<file path="src/logic/etms_defs.svh">
// Register offsets, field positions and timing counts for the epoch, time mark and measurement status block
`ifndef ETMS_DEFS_SVH
`define ETMS_DEFS_SVH
`define ETMS_CH_STRIDE        8'h10
`define ETMS_OFS_TST_CYCLE    4'h7
`define ETMS_ADR_TST_ALL      8'h77
`define ETMS_ADR_STATUS_A     8'h80
`define ETMS_ADR_STATUS_B     8'h81
`define ETMS_ADR_SHORT_EP0    8'ha0
`define ETMS_ADR_LONG_EP0     8'ha3
`define ETMS_ADR_SHORT_ALL    8'hbc
`define ETMS_ADR_LONG_ALL     8'hbf
`define ETMS_ADR_MARK_HI      8'hc3
`define ETMS_ADR_MARK_LO      8'hc4
`define ETMS_ADR_RTC_DELAY    8'hc2
`define ETMS_ADR_STATUS_LATCH 8'hc6
`define ETMS_ADR_ALL_MEAS_CLR 8'hc7
`define ETMS_OFS_ACCUM_CLR    4'h8
`define ETMS_OFS_MEAS_CLR     4'h9
`define ETMS_OFS_CARR_READ    4'ha
`define ETMS_BIT_TEST_SEL     6
`define ETMS_BIT_MARK_ACK     14
`define ETMS_BIT_RTC_ACK      15
`define ETMS_BIT_SLEW0        8
`define ETMS_CHIP_LAST        10'h3ff
`define ETMS_STEP_NS          50
`define ETMS_CLK_NS           50
`define ETMS_STEP_CYC         ((`ETMS_STEP_NS + `ETMS_CLK_NS - 1) / `ETMS_CLK_NS)
`endif

</file>
<file path="src/logic/etms_pkg.sv">
// Types for the epoch, time mark and measurement status block
package etms_pkg;
  typedef enum logic [1:0] {
    ETMS_MK_IDLE,
    ETMS_MK_ARMED,
    ETMS_MK_COUNT
  } etms_mark_t;
endpackage : etms_pkg

</file>
<file path="src/logic/etms_core.sv">
// Epoch load, carrier test preload, time mark and measurement status logic
`timescale 1ns/1ps
`include "etms_defs.svh"
module etms_core #(
  parameter int NCH = 6
) (
  input  wire logic              clk,
  input  wire logic              arst_n,
  input  wire logic              soft_reset_n,
  input  wire logic [NCH-1:0]    channel_hold_bit,
  input  wire logic              measurement_tick,
  input  wire logic [NCH-1:0]    immediate_mode,
  input  wire logic [NCH-1:0]    carrier_phase_accumulator_msb,
  input  wire logic [NCH-1:0]    new_data_ready,
  input  wire logic [NCH-1:0]    chip_slewing,
  input  wire logic              int_out,
  input  wire logic              int_in,
  input  wire logic              rtc_interrupt,
  input  wire logic              rtc_tick,
  input  wire logic [1:0]        mark_return_select,
  input  wire logic              mark_return_input_a,
  input  wire logic              mark_return_input_b,
  input  wire logic              mark_return_input_c,
  input  wire logic              tick_output,
  input  wire logic              tick_edge_falling,
  input  wire logic [7:0]        addr,
  input  wire logic [15:0]       wdata,
  input  wire logic              wr_strobe,
  input  wire logic              rd_strobe,
  output logic      [15:0]       rdata,
  output logic      [NCH-1:0]    counter_test_select,
  output logic      [NCH*18-1:0] carrier_cycle_count,
  output logic      [NCH*5-1:0]  short_epoch_count,
  output logic      [NCH*6-1:0]  long_epoch_count,
  output logic      [NCH-1:0]    chip_position_preset,
  output logic      [NCH-1:0]    protect_active,
  output logic      [20:0]       mark_count,
  output logic                   time_mark
);

  typedef struct packed {
    logic [1:0]         rst_sync;
    logic [5:0]         async_meta;
    logic [5:0]         async_sync;
    logic [5:0]         async_prev;
    logic [NCH-1:0]     test_sel;
    logic [NCH-1:0][17:0] carr;
    logic [NCH-1:0][4:0]  short_ep;
    logic [NCH-1:0][5:0]  long_ep;
    logic [NCH-1:0][4:0]  short_pend;
    logic [NCH-1:0][5:0]  long_pend;
    logic [NCH-1:0]     defer_armed;
    logic [NCH-1:0]     chip_preset;
    logic [NCH-1:0]     fresh_live;
    logic [NCH-1:0]     fresh_latched;
    logic [NCH-1:0]     protect;
    logic [NCH-1:0]     pending_read;
    logic [NCH-1:0]     lost_live;
    logic [NCH-1:0]     slew_live;
    logic [15:0]        stat_a;
    logic [15:0]        stat_b;
    logic               rtc_seen;
    logic               rtc_ack;
    logic               mark_ack;
    logic [4:0]         mark_hi;
    logic [15:0]        mark_lo;
    etms_pkg::etms_mark_t mk_state;
    logic [20:0]        mk_cnt;
    logic               mark_out;
    logic [15:0]        rdata;
  } etms_state_t;

  etms_state_t q;
  etms_state_t d;

  // Reset release synchroniser drives the whole block
  logic rst_n;
  assign rst_n = q.rst_sync[1];

  logic wr_lo_ch;
  logic [3:0] ch_ofs;
  logic [3:0] ch_idx;
  logic       hard_clear;
  logic [5:0] edge_now;
  logic       latch_now;
  logic       mark_ret;

  always_comb
  begin
    d = q;
    ch_ofs = addr[3:0];
    ch_idx = addr[7:4];
    wr_lo_ch = 1'b0;
    hard_clear = ~soft_reset_n;
    d.rst_sync = {q.rst_sync[0], 1'b1};
    // First stage of every pin synchroniser; only the second stage reads it
    d.async_meta[0] = int_in;
    d.async_meta[1] = int_out;
    d.async_meta[2] = rtc_interrupt;
    d.async_meta[3] = rtc_tick;
    d.async_meta[4] = (mark_return_select == 2'd0) ? mark_return_input_a :
                      (mark_return_select == 2'd1) ? mark_return_input_b :
                      (mark_return_select == 2'd2) ? mark_return_input_c : tick_output;
    d.async_meta[5] = 1'b0;
    d.async_sync = q.async_meta;
    d.async_prev = q.async_sync;
    edge_now = q.async_sync & ~q.async_prev;
    // Interrupt lines and the status latch strobe both capture the words
    latch_now = edge_now[1] | edge_now[0] | (wr_strobe && addr == `ETMS_ADR_STATUS_LATCH);
    // Mark return source: falling edge of the tick output when chosen that way
    mark_ret = (mark_return_select == 2'd3 && tick_edge_falling) ? (~q.async_sync[4] & q.async_prev[4])
                                                                 : edge_now[4];
    d.rdata = 16'h0000;

    for (int i = 0; i < NCH; i++)
    begin
      d.chip_preset[i] = 1'b0;
      d.fresh_live[i] = q.fresh_live[i] | new_data_ready[i];
      if (new_data_ready[i])
        d.protect[i] = 1'b1;
      if (wr_strobe && ch_idx == 4'(i))
      begin
        if (ch_ofs == `ETMS_OFS_TST_CYCLE && q.test_sel[i] && !carrier_phase_accumulator_msb[i])
          d.carr[i] = {wdata, 2'b00};
        if (ch_ofs == `ETMS_OFS_ACCUM_CLR && q.test_sel[i])
          d.chip_preset[i] = 1'b1;
        if (ch_ofs == `ETMS_OFS_MEAS_CLR)
        begin
          d.fresh_live[i] = new_data_ready[i];
          d.fresh_latched[i] = 1'b0;
          d.protect[i] = new_data_ready[i];
          d.lost_live[i] = 1'b0;
          d.slew_live[i] = 1'b0;
          d.stat_b[i] = 1'b0;
          d.stat_b[`ETMS_BIT_SLEW0+i] = 1'b0;
        end
      end
      if (wr_strobe && addr == `ETMS_ADR_TST_ALL && q.test_sel[i] && !carrier_phase_accumulator_msb[i])
        d.carr[i] = {wdata, 2'b00};
      // Epoch loads: channel i at a0 + 4*i (short) and a3 + 4*i (long), broadcast at the fixed addresses
      if (wr_strobe && (addr == `ETMS_ADR_SHORT_EP0 + 8'(4*i) || addr == `ETMS_ADR_SHORT_ALL))
      begin
        if (immediate_mode[i])
          d.short_ep[i] = wdata[4:0];
        else
          d.short_pend[i] = wdata[4:0];
      end
      if (wr_strobe && (addr == `ETMS_ADR_LONG_EP0 + 8'(4*i) || addr == `ETMS_ADR_LONG_ALL))
      begin
        d.test_sel[i] = wdata[`ETMS_BIT_TEST_SEL];
        if (immediate_mode[i])
          d.long_ep[i] = wdata[5:0];
        else
        begin
          d.long_pend[i] = wdata[5:0];
          d.defer_armed[i] = 1'b1;
        end
      end
      if (measurement_tick && q.defer_armed[i])
      begin
        d.short_ep[i] = q.short_pend[i];
        d.long_ep[i] = q.long_pend[i];
        d.defer_armed[i] = 1'b0;
      end
      // Readout end releases protection unless newer data came in since the latch
      if (rd_strobe && ch_idx == 4'(i) && ch_ofs == `ETMS_OFS_CARR_READ)
      begin
        d.fresh_latched[i] = 1'b0;
        if (!q.pending_read[i])
        begin
          d.fresh_live[i] = new_data_ready[i];
          d.protect[i] = new_data_ready[i];
        end
      end
      d.pending_read[i] = (q.pending_read[i] | (new_data_ready[i] & q.fresh_latched[i])) & ~latch_now;
      if (measurement_tick)
      begin
        if (q.protect[i] && q.fresh_live[i])
          d.lost_live[i] = 1'b1;
        if (!q.protect[i])
          d.slew_live[i] = chip_slewing[i];
      end
      if (latch_now)
      begin
        d.fresh_latched[i] = q.fresh_live[i];
        d.stat_a[i] = q.fresh_live[i];
        d.stat_b[i] = q.lost_live[i];
        d.stat_b[`ETMS_BIT_SLEW0+i] = q.slew_live[i];
      end
      else
        d.stat_a[i] = q.fresh_latched[i] & d.fresh_latched[i];
      // Hold bit low or software reset clears channel state; registers remain usable
      if (!channel_hold_bit[i] || hard_clear)
      begin
        d.carr[i] = 18'h00000;
        d.short_ep[i] = 5'h00;
        d.long_ep[i] = 6'h00;
        d.defer_armed[i] = 1'b0;
        d.fresh_live[i] = 1'b0;
        d.fresh_latched[i] = 1'b0;
        d.stat_a[i] = 1'b0;
        d.protect[i] = 1'b0;
        d.pending_read[i] = 1'b0;
        d.lost_live[i] = 1'b0;
        d.slew_live[i] = 1'b0;
        d.stat_b[i] = 1'b0;
        d.stat_b[`ETMS_BIT_SLEW0+i] = 1'b0;
      end
      if (hard_clear)
        d.test_sel[i] = 1'b0;
    end

    // Real time clock acknowledge: interrupt then following clock tick
    if (edge_now[2])
      d.rtc_seen = 1'b1;
    if (edge_now[3] && q.rtc_seen)
    begin
      d.rtc_ack = 1'b1;
      d.rtc_seen = 1'b0;
    end
    else if ((rd_strobe && addr == `ETMS_ADR_RTC_DELAY) || (wr_strobe && addr == `ETMS_ADR_ALL_MEAS_CLR))
      d.rtc_ack = 1'b0;
    if (mark_ret)
      d.mark_ack = 1'b1;
    else if ((rd_strobe && addr == `ETMS_ADR_MARK_HI) || (wr_strobe && addr == `ETMS_ADR_ALL_MEAS_CLR))
      d.mark_ack = 1'b0;
    // Both acknowledge flags ignore software reset
    d.stat_a[`ETMS_BIT_MARK_ACK] = q.mark_ack;
    d.stat_a[`ETMS_BIT_RTC_ACK] = q.rtc_ack;

    // Time mark generator
    d.mark_out = 1'b0;
    if (wr_strobe && addr == `ETMS_ADR_MARK_HI)
      d.mark_hi = wdata[4:0];
    if (wr_strobe && addr == `ETMS_ADR_MARK_LO)
    begin
      d.mark_lo = wdata;
      wr_lo_ch = 1'b1;
    end
    case (q.mk_state)
      etms_pkg::ETMS_MK_IDLE:
        if (wr_lo_ch)
          d.mk_state = etms_pkg::ETMS_MK_ARMED;
      etms_pkg::ETMS_MK_ARMED:
        if (measurement_tick)
        begin
          d.mk_cnt = {q.mark_hi, q.mark_lo};
          d.mk_state = etms_pkg::ETMS_MK_COUNT;
        end
      etms_pkg::ETMS_MK_COUNT:
        if (q.mk_cnt == 21'h000000)
        begin
          d.mark_out = 1'b1;
          d.mk_state = wr_lo_ch ? etms_pkg::ETMS_MK_ARMED : etms_pkg::ETMS_MK_IDLE;
        end
        else
        begin
          d.mk_cnt = q.mk_cnt - 21'(`ETMS_STEP_CYC);
          // A new low word write restarts the generator for the next tick
          if (wr_lo_ch)
            d.mk_state = etms_pkg::ETMS_MK_ARMED;
        end
      default:
        d.mk_state = etms_pkg::ETMS_MK_IDLE;
    endcase

    if (rd_strobe && addr == `ETMS_ADR_STATUS_A)
      d.rdata = q.stat_a;
    else if (rd_strobe && addr == `ETMS_ADR_STATUS_B)
      d.rdata = q.stat_b;
  end

  always_ff @(posedge clk or negedge arst_n)
  begin
    if (!arst_n)
      q <= '0;
    else if (!rst_n)
    begin
      q <= '0;
      q.rst_sync <= {q.rst_sync[0], 1'b1};
    end
    else
      q <= d;
  end

  always_comb
  begin
    for (int i = 0; i < NCH; i++)
    begin
      carrier_cycle_count[i*18 +: 18] = q.carr[i];
      short_epoch_count[i*5 +: 5] = q.short_ep[i];
      long_epoch_count[i*6 +: 6] = q.long_ep[i];
    end
  end

  assign rdata = q.rdata;
  assign counter_test_select = q.test_sel;
  assign chip_position_preset = q.chip_preset;
  assign protect_active = q.protect;
  assign mark_count = q.mk_cnt;
  assign time_mark = q.mark_out;

endmodule : etms_core

</file>
<file path="config.mk">
export PLATFORM = sky130hd
export DESIGN_NAME = etms_core
export DESIGN_NICKNAME = d
export VERILOG_FILES = /design/src/logic/etms_pkg.sv /design/src/logic/etms_core.sv
export VERILOG_INCLUDE_DIRS = /design/src /design/src/logic
export SDC_FILE = /design/constraint.sdc
export NUM_CORES = 1
export LEC_CHECK = 0
export BUFFER_PORTS_ARGS = -buffer_cell sky130_fd_sc_hd__buf_2
export CAP_MARGIN = 5
export CELL_PAD_IN_SITES_DETAIL_PLACEMENT = 1
export CELL_PAD_IN_SITES_GLOBAL_PLACEMENT = 1
export CORE_MARGIN = 2
export CORE_UTILIZATION = 49
export CTS_BUF_LIST = sky130_fd_sc_hd__clkbuf_4 sky130_fd_sc_hd__clkbuf_8
export DETAILED_ROUTE_END_ITERATION = 16
export PLACE_DENSITY_LB_ADDON = 0.1
export SETUP_SLACK_MARGIN = 0.2
export SLEW_MARGIN = 20
export SYNTH_ARGS = -nofsm -noshare
export SYNTH_HDL_FRONTEND = slang
export SYNTH_SLANG_ARGS = --single-unit
</file>
<file path="constraint.sdc">
create_clock -name clk -period 5.15 [get_ports clk]
set_input_delay 0 -clock clk [delete_from_list [all_inputs] [get_ports clk]]
set_output_delay 0 -clock clk [all_outputs]
set_load 0.01 [all_outputs]
</file>
# Yosys cells after proc, flatten, opt, wreduce, memory -nomap -nowiden
# Cells that the tools add are included.
[classes] add_sub_neg=1 eq_ne=116 n_mux=374 bitwise=38 n_reduce_logical=162
[ops] op="2-to-1 mux 18 bit" count=24
[ops] op="2-to-1 mux 407 bit" count=1
[ops] op="2-to-1 mux 1 bit" count=267
[ops] op="2-to-1 mux 6 bit" count=36
[ops] op="2-to-1 mux 5 bit" count=37
[ops] op="== test 8 bit, second input constant" count=21
[ops] op="inequality test 4 x 1 -> 1 bit, second input constant" count=36
[ops] op="AND reduction 2 bit" count=42
[ops] op="logical AND 1 bit" count=83
[ops] op="inequality test 4 x 2 -> 1 bit, second input constant" count=12
[ops] op="one-hot mux 21 bit (2 select lines)" count=1
[ops] op="2-to-1 mux 16 bit" count=2
[ops] op="inequality test 2 x 1 -> 1 bit, second input constant" count=14
[ops] op="2-to-1 mux 23 bit" count=1
[ops] op="logical NOT 21 bit" count=1
[ops] op="2-to-1 mux 21 bit" count=1
[ops] op="subtractor 21 x 1 -> 21 bit, second input constant" count=1
[ops] op="logical OR 1 bit" count=20
[ops] op="AND 1 bit" count=19
[ops] op="inequality test 3 x 2 -> 1 bit, second input constant" count=6
[ops] op="2-to-1 mux 14 bit" count=1
[ops] op="bitwise OR 1 bit" count=14
[ops] op="== test 4 x 3 -> 1 bit, second input constant" count=3
[ops] op="== test 4 bit, second input constant" count=3
[ops] op="other kinds (17)" count=45
[totals] regBits=397 in_bits=71 out_inout_bits=230 wordCells=760

# Depth between registers and ports, before layout
# Gate-level depths: netlist of run 1.
[depth] ltp_word=8 depth_mapped=9 mapped_depth_nobuf=7

# Worst setup path before layout of run 1
# No wires, ideal clock.
[synth_timing] path_type="reg-to-reg" from="register q, in the netlist mark_count[4]" to="register q, in the netlist mark_count[1]" arrival_ps=1846 required_ps=5023 setup_slack_ps=3177 path_stages_with_launch=7 n_path_buf=1 path_cell_list="dfrtp_1 -> nor4_4 -> nand4_2 -> o31a_1 -> buf_2 -> o211ai_1 -> o21ai_1"
[synth_via] elab_chain_cells=3
[synth_lines] element="from (decl)" line_no="etms_core.sv:73" source="etms_state_t q;"
[synth_lines] element="logical NOT 21 bit" line_no="etms_core.sv:251" source="if (q.mk_cnt == 21'h000000)"
[synth_lines] element="inequality test 3 bit (no source line)"
[synth_lines] element="AND reduction 3 bit (no source line)"
# No other way between the ends.
# A chain may end at the register's enable or synchronous reset.

# Final worst setup path of run 1
[layout_timing] from="register q[409] (netlist name)" to="register q, in the netlist mark_count[19]"
[layout_via] elab_chain_cells=2 word_cells_on_any_way=5 cone_classes="eq/ne: 3; mux: 1; reduce/logical: 1"
[layout_lines] element="inequality test 3 x 1 -> 1 bit (no source line) / inequality test 3 bit (equally long branches)"
[layout_lines] element="AND reduction 3 bit (no source line)"
# Several ways; a longest one is shown, not always the timed one.

==> impl_metrics.tcl, run 1 <==
set metrics [dict create \
    hpwl_um 37300 \
    async_flop_share 1.00 \
    grt_max_degree 138 \
    ys_types 71 \
    synthFlopType "dfrtp_1" \
    synth_warnings 0 \
    wire_per_inst_um 22.5 \
    clock_latency_ps 610 \
    cts_tree "built" \
    path_clk_slew_ps 60 \
    crit_required_ps 5630 \
    cts_inserted_buffers 68 \
    wl_um 55900 \
    clkPwrFrac 0.456 \
    ant_nets 0 \
    p_leak_nw 10.4 \
    firstDrtPassIters 5 \
    outcome "completed" \
    rows 71 \
    syn_avg_cell_area_um2 10.3 \
    reg2reg_depth 5 \
    synth-edff-count 0 \
    reg2reg_to "mark_count[19]" \
    p_seq_frac 0.478 \
    switching_power_mw 1.55 \
    crit_path_end_kind "flop" \
    period_share 0.518 \
    core_um2 37700 \
    pwr-share-comb 0.065 \
    path_class "flop to flop" \
    cts_setup_buffers 0 \
    worstMarginPinSlew_ps 1120 \
    maxCapViolCount 0 \
    grt-ovfl-total 0 \
    min_to "d[95]" \
    finClkSkew_ps 26.8 \
    power_density_nw_per_um2 308 \
    ys_seq_area_frac 0.509 \
    grt_pass1_vias 14600 \
    syn_to_final_growth_pct 11.0 \
    root_buffer "clkbuf_8" \
    die_area_um2 39800 \
    die_x_um 199 \
    gp_routability_congestion 0.835 \
    hold_violations 0 \
    crit_arrival_ps 3140 \
    drtIter0Drc 914 \
    die_h_um 199 \
    hp-start "addr[0]" \
    netlist_instances 1812 \
    fin_nets 1995 \
    drv_slew 0 \
    finalCriticalPeriod_ps 2670 \
    synthesis.area_um2 18700 \
    tns_ps 0 \
    antenna_found_initial 7 \
    rsz0062_at_grt "false" \
    cts_htree_levels 3 \
    start_util 0.497 \
    drc 0 \
    r2r-start "q[409]" \
    whs_path_depth 4 \
    p_int_mw 4.85 \
    grt_usage 0.286 \
    ir_drop_uv 174 \
    dpl.cell_count 2306 \
    worst-r2r-setup-slack_ps 2480 \
    hp-class "input port to flop" \
    viasPerCell 5.61 \
    ys_seq_elements 381 \
    io_pins 301 \
    swShare 0.243 \
    setup_violations 0 \
    fin_cells 2482 \
    max-slew-margin-rel 0.253 \
    cts_sinks 381 \
    crit_fanout 36 \
    clockBufferDepth 3 \
    grt_pass1_wl_um 85600 \
    port_buffers 286 \
    drive_gt1_frac 0.259 \
    fmax_mhz 375 \
    power_mw 6.40 \
    startpoint_type "flop" \
    vias 13900 \
]
## final cells by class
type                       instances  area, µm²
fill                            4245      16900
sequential                       381       9530
tap                              511        639
clock inverter                     3       17.5
clock buffer                     111       1380
timing repair buffer             355       2130
antenna                            5       12.5
multi-input combinational       1101       7010
inverter                          15       56.3
## cells in the final DEF (no fill, tap or decap), types with 5 or more instances in the layout
| master | n |
|---|---|
| nand2_1 | 185 |
| a21oi_1 | 147 |
| nor2_1 | 173 |
| o21ai_1 | 17 |
| dlygate4sd3_1 | 57 |
| conb_1 | 15 |
| mux2_2 | 70 |
| buf_4 | 10 |
| clkbuf_4 | 23 |
| or3_1 | 5 |
| and3_1 | 16 |
| and2_1 | 39 |
| buf_2 | 285 |
| o2bb2ai_1 | 17 |
| nand2b_1 | 5 |
| diode_2 | 5 |
| dfrtp_1 | 381 |
| a22o_1 | 8 |
| a32oi_1 | 7 |
| o21ai_0 | 56 |
| nand3b_1 | 12 |
| o22ai_1 | 8 |
| nand3_1 | 27 |
| mux2i_1 | 164 |
| clkbuf_8 | 88 |
| inv_1 | 13 |
| o211ai_1 | 9 |
| nand4_1 | 10 |
| nor4_1 | 6 |
| nor2b_1 | 7 |
| nor3_1 | 27 |
## synthesized netlist by cell type (all sizes together) (3+ instances only)
cell,count,area share
nor4,9,0.0045
nor3,32,0.010
nand4,11,0.0040
o22ai,8,0.0027
nand2,185,0.037
o211ai,11,0.0049
nor2b,7,0.0023
and2,39,0.013
or3,5,0.0017
o31ai,4,0.0016
nand3b,12,0.0048
nor2,175,0.036
nand2b,5,0.0017
inv,14,0.0028
a32oi,7,0.0033
buf,264,0.10
o311ai,3,0.0026
a22o,8,0.0037
dfrtp,381,0.51
o21ai,74,0.020
o2bb2ai,17,0.0080
a21oi,147,0.039
o2111ai,6,0.0056
mux2,70,0.042
and3,16,0.0053
clkbuf,64,0.013
a22oi,3,0.0012
and4b,4,0.0021
nor3b,5,0.0020
mux2i,164,0.088
nand3,27,0.0072
## power by group through the flow
stage	Clock [mW]	Sequential, mW	Combinational, mW
final	2.92	3.06	0.418
after global routing	3.13	3.07	0.455
after CTS	3.00	3.06	0.420
after detailed placement	0	3.11	0.384
after global placement	0	3.11	0.378
after floorplan	0	3.10	0.207
## what timing repair did
item,4_1_cts,5_1_grt
endpoints found under the setup margin,0,0
hold endpoints to repair,312,0
hold buffers,57,0
gates resized for setup,0,0
## metal layers
metal  global-route usage  part of all wire  vias up
met5                    0           0.00061        -
met3               0.0712             0.072      105
li1                     -                 -     6223
met1                0.372              0.42     7102
met4               0.0999             0.027        6
met2                0.466              0.48      483
## per-stage QoR
step / area (µm²) / utilization / hold slack, ps / worst slack (ps)
5_1_grt: 20800 / 0.552 / 30.3 / 2170
3_3_place_gp: 18800 / 0.499 / 161 / 2540
6_report: 20800 / 0.552 / 40.1 / 2480
3_5_place_dp: 18800 / 0.499 / 159 / 2480
4_1_cts: 20800 / 0.551 / 3.36 / 2460
2_1_floorplan: 18800 / - / -296 / 3180
## logic make-up (layout without fill, tap and decap cells)
logic type      count (synthesis)  in the layout  share of synthesized area
other cells                     2             20                   0.000401
flops                         381            381                      0.509
buf+inv                       343            484                      0.119
compound gates                301            301                     0.0994
simple gates                  545            545                      0.138
mux                           235            235                      0.131
xor+xnor                        3              3                    0.00140
fa+ha+maj                       2              2                    0.00134
## registers in the layout, indices dropped and copies added, names as in the netlist
signal	flops
q	152
carrier_cycle_count	96
long_epoch_count	36
short_epoch_count	30
mark_count	21
rdata	14
d	13
chip_position_preset	6
counter_test_select	6
protect_active	6
time_mark	1
## worst max-delay path, cell delays in order (launching register included)
cell and delay, ps:
dfrtp_1 530, buf_4 400, inv_2 280, nor2_1 840, a21oi_1 240, a22o_1 250
## worst max path at each step
| stage | start | to | slack [ps] | depth (start not counted) |
|---|---|---|---|---|
| 2_1_floorplan | mark_count[4] | mark_count[1] | 3180 | 6 |
| 3_3_place_gp | mark_count[4] | mark_count[10] | 2540 | 5 |
| 3_5_place_dp | mark_count[4] | mark_count[2] | 2480 | 5 |
| 4_1_cts | mark_count[4] | mark_count[12] | 2460 | 5 |
| 5_1_grt | q[409] | mark_count[17] | 2170 | 6 |
| 6_report | q[409] | mark_count[19] | 2480 | 5 |
Power figures use the tool's default switching activity.
==> inputs of run 2 (changes only) <==
--- a/config.mk
+++ b/config.mk
@@ -11,7 +11,7 @@
 export CELL_PAD_IN_SITES_DETAIL_PLACEMENT = 1
 export CELL_PAD_IN_SITES_GLOBAL_PLACEMENT = 1
 export CORE_MARGIN = 2
-export CORE_UTILIZATION = 49
+export CORE_UTILIZATION = 46
 export CTS_BUF_LIST = sky130_fd_sc_hd__clkbuf_4 sky130_fd_sc_hd__clkbuf_8
 export DETAILED_ROUTE_END_ITERATION = 16
 export PLACE_DENSITY_LB_ADDON = 0.1
==> constraint.sdc (replaced) <==
create_clock -name clk -period 2.5 [get_ports clk]
set_input_delay 0 -clock clk [delete_from_list [all_inputs] [get_ports clk]]
set_output_delay 0 -clock clk [all_outputs]
set_load 0.01 [all_outputs]
==> run 2 against run 1 <==
  * Non-clock buffer count grew 47
  * Via count barely moved
  * Global-route usage fell by 1.3 points
  * Routed wire length up 1.3%
  * Combinational power rose by 110%
  * Utilization fell by 1.8 points
  * Worst hold slack worse by 16 ps
  * Critical endpoint is now q[167]
  * Clock power rose by 120%
  * Largest power group unchanged
  * Power rose by 110%
==> impl_metrics.tcl, run 2 (synthesis results as in run 1) <==
set metrics [dict create \
    outcome "completed" \
    crit_arrival_ps 2700 \
    start_util 0.469 \
    grt_max_degree 133 \
    cts_sinks 381 \
    worstMarginPinSlew_ps 894 \
    tns_ps 0 \
    cts_inserted_buffers 67 \
    path_clk_slew_ps 60 \
    finClkSkew_ps 26.0 \
    die_h_um 206 \
    grt-ovfl-total 0 \
    ir_drop_uv 425 \
    port_buffers 286 \
    drive_gt1_frac 0.273 \
    ctsResizeCount 0 \
    dpl_worst_slack_ps 394 \
    path_class "input port to flop" \
    r2r-start "mark_count[8]" \
    startpoint "addr[6]" \
    crit_fanout 10 \
    rows 73 \
    antenna_found_initial 5 \
    fillers 4427 \
    crit_path_end_kind "flop" \
    drv_slew 0 \
    grt_pass1_wl_um 87700 \
    crit_required_ps 3050 \
    period_share 0.861 \
    hpwl_um 39000 \
    grt_usage 0.273 \
    hp-class "input port to async pin" \
    wl_um 56600 \
    p_leak_nw 10.6 \
    clockBufferDepth 3 \
    crit_chain "dlygate4sd3_1 -> buf_2 -> and4b_1 -> nand3_1 -> buf_4 -> nor2_1 -> nand2_1 -> a21oi_1 -> dlygate4sd3_1" \
    fin_ws_ps 348 \
    stdcell_area_um2 21300 \
    cts_htree_levels 3 \
    place_area_um2 19200 \
    regMostFlops "q" \
    die_area_um2 42300 \
    vias 13900 \
    worst-r2r-setup-slack_ps 360 \
    firstDrtPassIters 5 \
    fin_nets 2041 \
    core_um2 39900 \
    fmax_mhz 465 \
    post-route-util 0.533 \
    power_mw 13.5 \
    startpoint_type "input port" \
    finalCriticalPeriod_ps 2150 \
    io_pins 301 \
    die_x_um 206 \
    largest_register_ffs 152 \
    wire_per_inst_um 22.2 \
    seq_area_um2 9530 \
    max-slew-margin-rel 0.402 \
    cts_tree "built" \
    layout_commonest_cell "dfrtp_1" \
    ant_nets 0 \
    hold_violations 0 \
    gp_routability_congestion 0.861 \
    slowest_stage "dlygate4sd3_1" \
    power_density_nw_per_um2 634 \
    syn_to_final_growth_pct 13.8 \
    cpMostUsedCell "dlygate4sd3_1" \
    root_buffer "clkbuf_8" \
    maxCapViolCount 0 \
    viasPerCell 5.47 \
    final_cell_mix "dfrtp_1, buf_2, nand2_1" \
    drtIter0Drc 748 \
    multi_input_area_um2 7010 \
    clock_latency_ps 610 \
    drc 0 \
    rsz0062_at_grt "false" \
    max_stage_delay_ps 590 \
    grt_pass1_vias 14600 \
    setup_violations 0 \
]
run 2: area by class of cell:
type                    count  share of cell area
flip-flops and latches    381               0.448
multi-input cells        1101               0.329
repair buffers            402               0.120
clock buffers             109              0.0655
well taps                 525              0.0309
clock inverters             9             0.00400
inverters                  15             0.00264
diodes                      3            0.000353
run 2: metrics by stage:
step / hold slack [ps] / std cells
after floorplan: -296 / 1825
after global placement: -172 / 2359
after detailed placement: -171 / 2359
after CTS: 0.505 / 2542
after global routing: 36.0 / 2543
final: 24.5 / 2545
run 2: worst paths after layout:
kind / cells past startpoint / endpoint
worst max-delay path: 9 / q[167]
worst min-delay path: 3 / carrier_cycle_count[48]
worst max register to register: 7 / mark_count[15]
worst min register to register: 0 / q[409]
max in group asynchronous: 3 / carrier_cycle_count[69]
min in group clk: 3 / rdata[14]
run 2: repair_timing:
action / in CTS / in global routing
setup endpoints to repair: 0 / 0
endpoints found under the hold margin: 605 / 0
hold buffers: 65 / 0
buffers inserted: 0 / 0
run 2: per-layer routing:
metal | share of wire | track usage | up-vias | wire [µm]
met3 | 0.067 | 0.0664 | 99 | 3800
li1 | - | - | 6303 | -
met1 | 0.43 | 0.362 | 7105 | 24600
met5 | 0.00060 | 0 | - | 34
met2 | 0.47 | 0.442 | 397 | 26800
met4 | 0.025 | 0.0848 | 6 | 1410
run 2: report_power, final:
group / switching (mW) / internal [mW]
Clock: 2.67 / 3.63
Combinational: 0.595 / 0.291
Sequential: 0.0507 / 6.25
Total: 3.32 / 10.2
run 2: critical path, delay by kind of cell:
kind                   cells  cell delay [ps]
and+or+nand+nor            4             1000
AOI/OAI and AO/OA          1              150
buffers and inverters      4             1550
==> inputs of run 3 (changes only) <==
--- a/config.mk
+++ b/config.mk
@@ -10,13 +10,13 @@
 export CAP_MARGIN = 5
 export CELL_PAD_IN_SITES_DETAIL_PLACEMENT = 1
 export CELL_PAD_IN_SITES_GLOBAL_PLACEMENT = 1
+export CORE_ASPECT_RATIO = 0.9
 export CORE_MARGIN = 2
 export CORE_UTILIZATION = 46
 export CTS_BUF_LIST = sky130_fd_sc_hd__clkbuf_4 sky130_fd_sc_hd__clkbuf_8
 export DETAILED_ROUTE_END_ITERATION = 16
 export PLACE_DENSITY_LB_ADDON = 0.1
 export SETUP_SLACK_MARGIN = 0.2
-export SLEW_MARGIN = 20
 export SYNTH_ARGS = -nofsm -noshare
 export SYNTH_HDL_FRONTEND = slang
 export SYNTH_SLANG_ARGS = --single-unit
==> run 3 against run 2 <==
  * Clock skew is 5.2 ps lower
  * Register-to-register slack lost 50 ps
  * Power is 3.2% lower
  * Critical endpoint is now mark_count[11]
  * Largest cell class unchanged
  * Highest routed layer unchanged
==> impl_metrics.tcl, run 3 (synthesis results as in run 1) <==
set metrics [dict create \
    port_buffers 286 \
    core_um2 40400 \
    fmax_mhz 457 \
    whs_path_depth 3 \
    power_density_nw_per_um2 615 \
    maxCapViolCount 0 \
    crit_path_end_kind "flop" \
    final_cell_mix "dfrtp_1, buf_2, nand2_1" \
    cts_htree_levels 3 \
    grt-ovfl-total 0 \
    regMostFlops "q" \
    root_buffer "clkbuf_8" \
    clockBufferDepth 3 \
    wl_um 57700 \
    syn_to_final_growth_pct 13.3 \
    clock_latency_ps 620 \
    finClkSkew_ps 20.9 \
    drv_slew 0 \
    max-slew-margin-rel 0.381 \
    p_leak_nw 10.6 \
    ir_drop_uv 345 \
    cts_inserted_buffers 67 \
    vias 14000 \
    tns_ps 0 \
    largest_register_ffs 152 \
    fin_nets 2049 \
    setup_violations 0 \
    finalCriticalPeriod_ps 2190 \
    power_mw 13.1 \
    fillers 4449 \
    viasPerCell 5.47 \
    crit_arrival_ps 2690 \
    antenna_found_initial 5 \
    cts_tree "built" \
    gp_routability_congestion 0.874 \
    firstDrtPassIters 5 \
    io_pins 301 \
    grt_pass1_vias 14700 \
    crit_required_ps 3000 \
    rsz0062_at_grt "false" \
    crit_fanout 16 \
    outcome "completed" \
    start_util 0.464 \
    period_share 0.876 \
    drc 0 \
    worstMarginPinSlew_ps 929 \
    ant_nets 0 \
    wire_per_inst_um 22.6 \
    layout_commonest_cell "dfrtp_1" \
    reg2reg_depth 6 \
    die_x_um 217 \
    die_area_um2 42300 \
    grt_usage 0.275 \
    hpwl_um 39600 \
    rows 70 \
    hp-class "input port to flop" \
    drive_gt1_frac 0.274 \
    path_clk_slew_ps 60 \
    cts_sinks 381 \
    drtIter0Drc 823 \
    grt_pass1_wl_um 89200 \
    startpoint_type "flop" \
    path_class "flop to flop" \
    die_h_um 195 \
    dpl.cell_count 2384 \
    grt_max_degree 101 \
    hold_violations 0 \
    fin_cells 2557 \
]
## run 3: cell count changes in the layout (fill, tap and decap cells not counted), sizes merged
| cell | delta |
|---|---|
| bufinv | -1 |
| buf | +10 |
| inv | -2 |
| clkinv | -2 |
| clkbuf | -5 |
| dlygate4sd3 | -2 |
| clkinvlp | -1 |
## run 3: metal layers
metal  vias to the layer above  global-route usage  wire [µm]
met5                         -                   0         27
met4                         4              0.0982       1790
met3                       116              0.0687       3720
met2                       370               0.439      27100
met1                      7177               0.365      25000
li1                       6330                   -          -
## run 3: worst paths after layout
path                           startpoint                      end  slack, ps
setup / recovery           mark_count[12]           mark_count[11]        310
hold / removal                   wdata[2]                    q[42]         20
setup reg to reg           mark_count[12]           mark_count[11]        310
hold reg to reg                    d[409]                   q[409]        360
max in group asynchronous          arst_n    short_epoch_count[10]       1600
min in group asynchronous          arst_n  carrier_cycle_count[47]         40
## run 3: stage by stage
step | utilization | setup slack (ps) | area, µm² | hold WS [ps]
CTS | 0.525 | 341 | 21200 | 0.371
global placement | 0.477 | 426 | 19200 | 116
floorplan | - | 527 | 18800 | -296
detailed placement | 0.477 | 350 | 19200 | 122
global route | 0.525 | 218 | 21200 | 31.9
finish | 0.525 | 311 | 21200 | 22.2
## run 3: layout make-up
class                           instances  area (µm²)  share of cell area
Sequential cell                       381        9530               0.449
Multi-Input combinational cell       1101        7010               0.331
Timing Repair Buffer                  410        2610               0.123
Clock buffer                          104        1300              0.0613
Tap cell                              540         676              0.0319
Inverter                               15        56.3             0.00265
Clock inverter                          3        20.0            0.000944
Antenna cell                            3        7.51            0.000354
## run 3: worst max-delay path: stages, from the launching register on
cell and delay (ps):
dfrtp_1 450, nor3_1 390, nand3_1 190, o31a_1 450, buf_4 270, nor2_8 220
o2bb2ai_1 100
## run 3: timing repair
| item | CTS | global route |
|---|---|---|
| setup endpoints to repair | 0 | 1 |
| buffers inserted | 0 | 0 |
| hold buffers | 63 | 0 |
| resized for setup | 0 | 1 |
| endpoints found under the hold margin | 344 | 0 |
## run 3: where the power goes
group	switching (mW)	total [mW]	internal [mW]
registers	0.0494	6.30	6.25
clock network	2.58	5.85	3.27
logic	0.607	0.905	0.297
total	3.24	13.1	9.82
